--- config.mk ---
export PLATFORM = sky130hd
export DESIGN_NAME = clock_gen_module
export DESIGN_NICKNAME = d
export VERILOG_FILES = /design/src/clock_gen_pkg.sv /design/src/clock_gen_module.sv
export SDC_FILE = /design/constraint.sdc
export NUM_CORES = 1
export LEC_CHECK = 0
export CORE_UTILIZATION = 45
export CTS_CLUSTER_DIAMETER = 200
export DETAILED_ROUTE_END_ITERATION = 10
export DONT_BUFFER_PORTS = 1
export PLACE_DENSITY_LB_ADDON = 0.25
export SLEW_MARGIN = 20
export SYNTH_ARGS = -nofsm -noshare
export SYNTH_HDL_FRONTEND = slang
export SYNTH_SLANG_ARGS = --single-unit
--- constraint.sdc ---
create_clock -name core_clk -period 14.2 [get_ports core_clk]
set_clock_uncertainty 0.05 [all_clocks]
set_input_delay 2.13 -clock core_clk [delete_from_list [all_inputs] [get_ports core_clk]]
set_output_delay 2.13 -clock core_clk [all_outputs]
set_load 0.02 [all_outputs]
--- src/clock_gen_pkg.sv ---
package clock_gen_pkg;
  // Register offsets (byte addresses)
  localparam logic [7:0]  ADDR_CTRL     = 8'h00;
  localparam logic [7:0]  ADDR_MULT     = 8'h04;
  localparam logic [7:0]  ADDR_WORD     = 8'h08;
  localparam logic [7:0]  ADDR_STATUS   = 8'h0C;
  localparam logic [7:0]  ADDR_IRQ_STAT = 8'h10;
  localparam logic [7:0]  ADDR_IRQ_MASK = 8'h14;
  // Control register fields
  localparam int          CTRL_INT_ON   = 0;
  localparam int          CTRL_EXT_ON   = 1;
  localparam int          CTRL_SEL_EXT  = 2;
  // Interrupt status fields
  localparam int          IRQ_RANGE     = 0;
  localparam int          IRQ_LOCK      = 1;
  localparam int          IRQ_UNLOCK    = 2;
  // Reset values
  localparam logic [2:0]  RST_CTRL      = 3'h1;
  localparam logic [7:0]  RST_MULT      = 8'h01;
  localparam logic [11:0] RST_WORD      = 12'h800;
  localparam logic [2:0]  RST_MASK      = 3'h0;
  // Oscillator word limits and loop corrections
  localparam logic [3:0]  DIV_SLOWEST   = 4'h9;
  localparam logic [11:0] WORD_MAX      = 12'h9FF;
  localparam logic [11:0] CORR_LARGE    = 12'h020;
  localparam logic [11:0] CORR_MID      = 12'h008;
  localparam logic [11:0] CORR_SMALL    = 12'h001;

  typedef enum logic [2:0] {
    BAND_LT_085  = 3'b000,
    BAND_085_095 = 3'b001,
    BAND_095_100 = 3'b010,
    BAND_100_105 = 3'b011,
    BAND_105_115 = 3'b100,
    BAND_GT_115  = 3'b101
  } err_band_e;

  typedef struct packed {
    logic [3:0] div;
    logic [7:0] stg;
  } ctrl_word_s;
endpackage

--- src/clock_gen_module.sv ---
// Added by the designer: the address-and-strobe port and the register addresses.
module clock_gen_module (
  // Clock, reset, enable
  input  wire logic                      core_clk,
  input  wire logic                      rst_n,
  input  wire logic                      ce,
  // Register port
  input  wire logic [7:0]                reg_addr,
  input  wire logic [15:0]               reg_wdata,
  input  wire logic                      reg_we,
  input  wire logic                      reg_re,
  output logic      [15:0]               reg_rdata,
  // Plant inputs
  input  wire logic                      stop_mode,
  input  wire logic                      ext_clk_in,
  input  wire clock_gen_pkg::err_band_e  err_band,
  // Clock outputs and status
  output logic                           int_clock,
  output logic                           ext_clock,
  output logic                           base_clock,
  output logic                           osc_out_clock,
  output logic                           gen_out_clock,
  output logic                           gen_stop,
  output logic                           int_clock_enable,
  output logic                           ext_clock_enable,
  output logic                           filter_stable_flag,
  output logic                           irq
);
  logic [2:0]                ctrl_r;
  logic [7:0]                mult_r;
  clock_gen_pkg::ctrl_word_s word_r, word_nxt, word_step;
  logic [11:0]               dco_cnt_r;
  logic [7:0]                mod_cnt_r, mod_nxt;
  logic [2:0]                stat_r, stat_nxt, mask_r, ev;
  logic [3:0]                div_eff;
  logic int_r, ext_r, base_r, osc_r, gen_r, stop_r, int_en_r, ext_en_r;
  logic stable_r, stable_nxt, irq_r;
  logic [15:0]               rdata_r;
  logic int_en_nxt, ext_en_nxt, dco_wrap, int_nxt, int_rise;
  logic pass, base_nxt, base_rise, near, osc_nxt;
  logic wr_ctrl, wr_mult, wr_word, wr_stat, wr_mask;

  assign wr_ctrl = reg_we && reg_addr == clock_gen_pkg::ADDR_CTRL;
  assign wr_mult = reg_we && reg_addr == clock_gen_pkg::ADDR_MULT;
  assign wr_word = reg_we && reg_addr == clock_gen_pkg::ADDR_WORD;
  assign wr_stat = reg_we && reg_addr == clock_gen_pkg::ADDR_IRQ_STAT;
  assign wr_mask = reg_we && reg_addr == clock_gen_pkg::ADDR_IRQ_MASK;

  assign int_en_nxt = ctrl_r[clock_gen_pkg::CTRL_INT_ON] & ~stop_mode;
  assign ext_en_nxt = ctrl_r[clock_gen_pkg::CTRL_EXT_ON] & ~stop_mode;

  assign div_eff = (word_r.div > clock_gen_pkg::DIV_SLOWEST) ?
                   clock_gen_pkg::DIV_SLOWEST : word_r.div;
  assign dco_wrap = dco_cnt_r >= {div_eff, word_r.stg};
  assign int_nxt  = int_en_nxt & (dco_wrap ? ~int_r : int_r);
  assign int_rise = int_nxt & ~int_r;

  always_comb begin
    mod_nxt = mod_cnt_r;
    if (!int_en_nxt)
      mod_nxt = 8'h00;
    else if (int_rise)
      mod_nxt = (mod_cnt_r >= 8'(mult_r - 8'h01)) ? 8'h00 :
                8'(mod_cnt_r + 8'h01);
  end

  assign pass      = mult_r <= 8'h01;
  assign base_nxt  = int_en_nxt & (pass ? int_nxt :
                     (mod_nxt < (mult_r >> 1)));
  assign base_rise = base_nxt & ~base_r;

  always_comb begin
    case (err_band)
      clock_gen_pkg::BAND_LT_085:  word_step = word_r - clock_gen_pkg::CORR_LARGE;
      clock_gen_pkg::BAND_085_095: word_step = word_r - clock_gen_pkg::CORR_MID;
      clock_gen_pkg::BAND_095_100: word_step = word_r - clock_gen_pkg::CORR_SMALL;
      clock_gen_pkg::BAND_100_105: word_step = word_r + clock_gen_pkg::CORR_SMALL;
      clock_gen_pkg::BAND_105_115: word_step = word_r + clock_gen_pkg::CORR_MID;
      clock_gen_pkg::BAND_GT_115:  word_step = word_r + clock_gen_pkg::CORR_LARGE;
      default:                     word_step = word_r;
    endcase
  end

  always_comb begin
    word_nxt = word_r;
    if (wr_word)
      word_nxt = reg_wdata[11:0];
    else if (base_rise)
      word_nxt = word_step;
  end

  assign near = err_band == clock_gen_pkg::BAND_095_100 ||
                err_band == clock_gen_pkg::BAND_100_105;
  assign stable_nxt = int_en_nxt & (base_rise ? near : stable_r);

  assign ev[clock_gen_pkg::IRQ_RANGE]  =
    word_nxt.div > clock_gen_pkg::DIV_SLOWEST &&
    word_r.div <= clock_gen_pkg::DIV_SLOWEST;
  assign ev[clock_gen_pkg::IRQ_LOCK]   = stable_nxt & ~stable_r;
  assign ev[clock_gen_pkg::IRQ_UNLOCK] = stable_r & ~stable_nxt;
  // Set beats a same-cycle clear
  assign stat_nxt = (stat_r & ~(wr_stat ? reg_wdata[2:0] : 3'h0)) | ev;

  assign osc_nxt = ctrl_r[clock_gen_pkg::CTRL_SEL_EXT] ? ext_r : int_r;

  always_ff @(posedge core_clk or negedge rst_n) begin
    if (!rst_n) begin
      ctrl_r <= clock_gen_pkg::RST_CTRL;
      mult_r <= clock_gen_pkg::RST_MULT;
      mask_r <= clock_gen_pkg::RST_MASK;
    end else if (ce) begin
      if (wr_ctrl)
        ctrl_r <= reg_wdata[2:0];
      if (wr_mult)
        mult_r <= reg_wdata[7:0];
      if (wr_mask)
        mask_r <= reg_wdata[2:0];
    end
  end

  // stop drives enables and clocks low
  always_ff @(posedge core_clk or negedge rst_n) begin
    if (!rst_n) begin
      stop_r   <= 1'b0;
      int_en_r <= 1'b0;
      ext_en_r <= 1'b0;
      ext_r    <= 1'b0;
    end else if (ce) begin
      stop_r   <= stop_mode;
      int_en_r <= int_en_nxt;
      ext_en_r <= ext_en_nxt;
      ext_r    <= ext_en_nxt & ext_clk_in;
    end
  end

  always_ff @(posedge core_clk or negedge rst_n) begin
    if (!rst_n) begin
      dco_cnt_r <= 12'h000;
      int_r     <= 1'b0;
      mod_cnt_r <= 8'h00;
      base_r    <= 1'b0;
    end else if (ce) begin
      dco_cnt_r <= (!int_en_nxt || dco_wrap) ? 12'h000 :
                   12'(dco_cnt_r + 12'h001);
      int_r     <= int_nxt;
      mod_cnt_r <= mod_nxt;
      base_r    <= base_nxt;
    end
  end

  // carry and borrow ride the 12-bit sum
  // out-of-range word left for the loop
  always_ff @(posedge core_clk or negedge rst_n) begin
    if (!rst_n) begin
      word_r   <= clock_gen_pkg::RST_WORD;
      stable_r <= 1'b0;
    end else if (ce) begin
      word_r   <= word_nxt;
      stable_r <= stable_nxt;
    end
  end

  always_ff @(posedge core_clk or negedge rst_n) begin
    if (!rst_n) begin
      osc_r <= 1'b0;
      gen_r <= 1'b0;
    end else if (ce) begin
      osc_r <= osc_nxt;
      gen_r <= stop_mode ? 1'b0 : gen_r ^ (osc_nxt & ~osc_r);
    end
  end

  always_ff @(posedge core_clk or negedge rst_n) begin
    if (!rst_n) begin
      stat_r  <= 3'h0;
      irq_r   <= 1'b0;
      rdata_r <= 16'h0000;
    end else if (ce) begin
      stat_r  <= stat_nxt;
      irq_r   <= |(stat_nxt & mask_r);
      rdata_r <= 16'h0000;
      if (reg_re) begin
        case (reg_addr)
          clock_gen_pkg::ADDR_CTRL:     rdata_r <= {13'h0000, ctrl_r};
          clock_gen_pkg::ADDR_MULT:     rdata_r <= {8'h00, mult_r};
          clock_gen_pkg::ADDR_WORD:     rdata_r <= {4'h0, word_r};
          clock_gen_pkg::ADDR_STATUS:
            rdata_r <= {12'h000, ext_en_r, int_en_r, stop_r, stable_r};
          clock_gen_pkg::ADDR_IRQ_STAT: rdata_r <= {13'h0000, stat_r};
          clock_gen_pkg::ADDR_IRQ_MASK: rdata_r <= {13'h0000, mask_r};
          default:                      rdata_r <= 16'h0000;
        endcase
      end
    end
  end

  assign reg_rdata          = rdata_r;
  assign int_clock          = int_r;
  assign ext_clock          = ext_r;
  assign base_clock         = base_r;
  assign osc_out_clock      = osc_r;
  assign gen_out_clock      = gen_r;
  assign gen_stop           = stop_r;
  assign int_clock_enable   = int_en_r;
  assign ext_clock_enable   = ext_en_r;
  assign filter_stable_flag = stable_r;
  assign irq                = irq_r;
endmodule // clock_gen_module

==> results.toml <==
[floorplanning]
chipHeight_um = 116.1
dieArea_um2 = 13490
ios = 60
fp.dieW_um = 116.1
placement_rows = 41
initial_core_util_pct = 46.26
core_area_um2 = 12670

[placed_design]
numPortBuffers = 0
dp.cells = 804
dp_hpwl_um = 12230
gp_congestion = 0.9118

[yosys]
yosysMostFrequentCell = "dfrtp_1"
synth_edf_count = 0
synth_seq_cells = 71
synth_cell_types = 84
avgSynthCellArea_um2 = 9.018
syn_area_um2 = 5862
yosys-top-cells-count = "dfrtp_1, nand2_1, nor2_1"
ys_async_sr_fraction_pct = 100.0
yosys.area.top_type_share_pct = 29.03
synth_ff_type = "dfrtp_1"
synth_top_area_cell = "dfrtp_1"
yosysWarnings = 0
yosysSeqAreaShare_pct = 30.37
synthCells = 650
synth_area_leaders = "dfrtp_1, ha_1, nand2_1"

[pwr]
vdd_drop_max_v = 0.00006871
power-per-cell-area_nw_per_um2 = 98.59
p_leak_nw = 2.808

[detailed_routing]
wirelength_um = 16180
ant_nets = 0
drcViolationCount = 0
avgViaCountPerCell = 6.052
vias = 4963
drt_iter0_drc = 357
firstDrtPassIters = 5
wl_per_cell_um = 19.73

[layout]
nets = 732
syn_to_final_growth_pct = 7.236
drive_gt1_share_pct = 10.19
finalNonFillerCells = 820
final_util_pct = 49.61
diodes = 0

[clock_tree]
cts.path.max_buffers = 2
cts_tree = "done"
postCtsSetupBuffers = 0
postCtsHoldBufs = 0
cts.sinks = 71
cts_resized = 0
worstSkewPairLatency_ns = 0.35
cts_made_buffers = 9
cts_max_level = 3
cts_root_buffer = "clkbuf_16"
path_clk_slew_ns = 0.06

[grt]
antenna_found_initial = 0
met1_usage_pct = 31.86
grt_pass1_vias = 4873
grt_max_degree = 72
grt_pass1_wl_um = 25840
busiest_layer = "met2"
grtUsageMet2_pct = 42.86
grtUsageMet3_pct = 5.501
grt_remaining_overflow = 0
grt_use_total_pct = 25.42

[timing]
fin_crit_ns = 5.928
min_period_over_period_pct = 41.74
rsz0062_at_grt = "false"
setup_viol = 0
fmax_mhz = 168.7
max-slew-margin-rel_pct = 31.49
finalHoldViolCount = 0
worstMarginPinSlew_ns = 1.024
tns_ns = 0
slew_viol_final = 0

[setup_path]
critPathArrivalTime_ns = 6.12
crit_path_start_kind = "input pin"
cp_data_required_time_ns = 14.39
crit_type = "in -> reg"
crit_path_end_kind = "flip-flop"
crit_fanout = 11

[run]
drv_cap = 0

[min_path]
hp-class = "reg -> reg"

[run_status]
status = "complete, no violations"
## metrics by stage
stage          total power, mW  hold WS, ns  cell area (um^2)  setup slack [ns]
6_report                0.6197       0.4690              6286             8.272
5_1_grt                 0.6475       0.4943              6286             7.931
4_1_cts                 0.6229       0.4625              6280             8.317
3_5_place_dp            0.3833       0.4557              5974             7.977
3_3_place_gp            0.3774       0.4537              5974             7.983
2_1_floorplan           0.3529       0.4153              5873             8.882
## cells by family (layout without fill, tap and decap cells)
kind of cell | count (synthesis) | count (layout) | synth area share (%)
AO/OA/AOI/OAI | 181 | 181 | 22.01
multiplexers | 33 | 33 | 6.916
other | 1 | 4 | 0.06397
buffers and inverters | 61 | 56 | 4.567
adder cells (fa/ha/maj) | 55 | 55 | 12.12
flip-flops | 71 | 71 | 30.37
AND/OR/NAND/NOR | 208 | 208 | 17.97
XOR/XNOR | 40 | 40 | 5.976
## area by class of cell
type	instances	area [um^2]
well taps	172	215.2
fillers	1200	6385
clock buffers	9	225.2
multi-input cells	521	3831
clock inverters	7	80.08
inverters	39	146.4
flip-flops and latches	71	1780
repair buffers	1	7.507
## critical path, stage by stage
cell       delay, ns
nor2b_1         0.61
nand4_1         0.30
nor2_1          0.18
nand2_1         0.08
xor2_1          0.15
nor2_1          0.17
ha_1            0.28
a21o_1          0.19
a21oi_1         0.18
o211a_1         0.19
o2111ai_1       0.18
a211o_4         0.47
nor3_4          0.35
nand2_2         0.11
o21ai_4         0.23
mux2_4          0.32
## state kept, by name (all words and copies together), names as in the netlist, 3 cells and up
signal,count
mult_r,8
mask_r,3
dco_cnt_r,12
ctrl_r,3
stat_r,3
mod_cnt_r,8
reg_rdata,12
word_r,12
## layout by cell type (no fill, tap or decap), types with 4 or more instances in the layout
| master | n |
|---|---|
| nand4_1 | 4 |
| xor2_1 | 16 |
| a22oi_1 | 8 |
| nand3_1 | 28 |
| mux2_2 | 13 |
| nor2_1 | 53 |
| a21o_1 | 16 |
| mux2i_1 | 12 |
| nand2b_1 | 7 |
| dfrtp_1 | 68 |
| o21a_1 | 6 |
| o2bb2ai_1 | 10 |
| a21oi_1 | 28 |
| nand2_1 | 64 |
| a22o_1 | 6 |
| and3_1 | 6 |
| o22ai_1 | 4 |
| xnor2_1 | 24 |
| a31oi_1 | 6 |
| o31ai_1 | 6 |
| o2111ai_1 | 4 |
| o21ai_1 | 10 |
| inv_2 | 4 |
| inv_1 | 34 |
| clkbuf_16 | 9 |
| conb_1 | 4 |
| a211oi_1 | 8 |
| ha_1 | 52 |
| nor3_1 | 13 |
| nor2b_1 | 8 |
| o21ai_0 | 36 |
## layer usage
| metal | wire length (um) | part of all wire, % |
|---|---|---|
| met2 | 7733 | 48 |
| met4 | 429 | 2.7 |
| met5 | 0 | 0 |
| met1 | 7110 | 44 |
| met3 | 903 | 5.6 |
## worst paths after layout
| path | slack [ns] | cells past startpoint | endpoint | startpoint |
|---|---|---|---|---|
| max | 8.27 | 16 | word_r[2] | stop_mode |
| min | 0.47 | 1 | dco_cnt_r[4] | dco_cnt_r[4] |
| max reg2reg | 8.67 | 22 | word_r[2] | word_r[11] |
| min reg2reg | 0.47 | 1 | dco_cnt_r[4] | dco_cnt_r[4] |
| max in group asynchronous | 12.41 | 0 | word_r[11] | rst_n |
| min in group asynchronous | 1.42 | 0 | mod_cnt_r[3] | rst_n |
## power by group
part / switching (mW) / leakage, nW / total (mW) / internal, mW
Clock: 0.0987 / 0.143 / 0.237 / 0.138
Sequential: 0.0180 / 0.928 / 0.229 / 0.211
Combinational: 0.0864 / 1.74 / 0.154 / 0.0679
No activity file was read; power rests on OpenSTA's default activity.
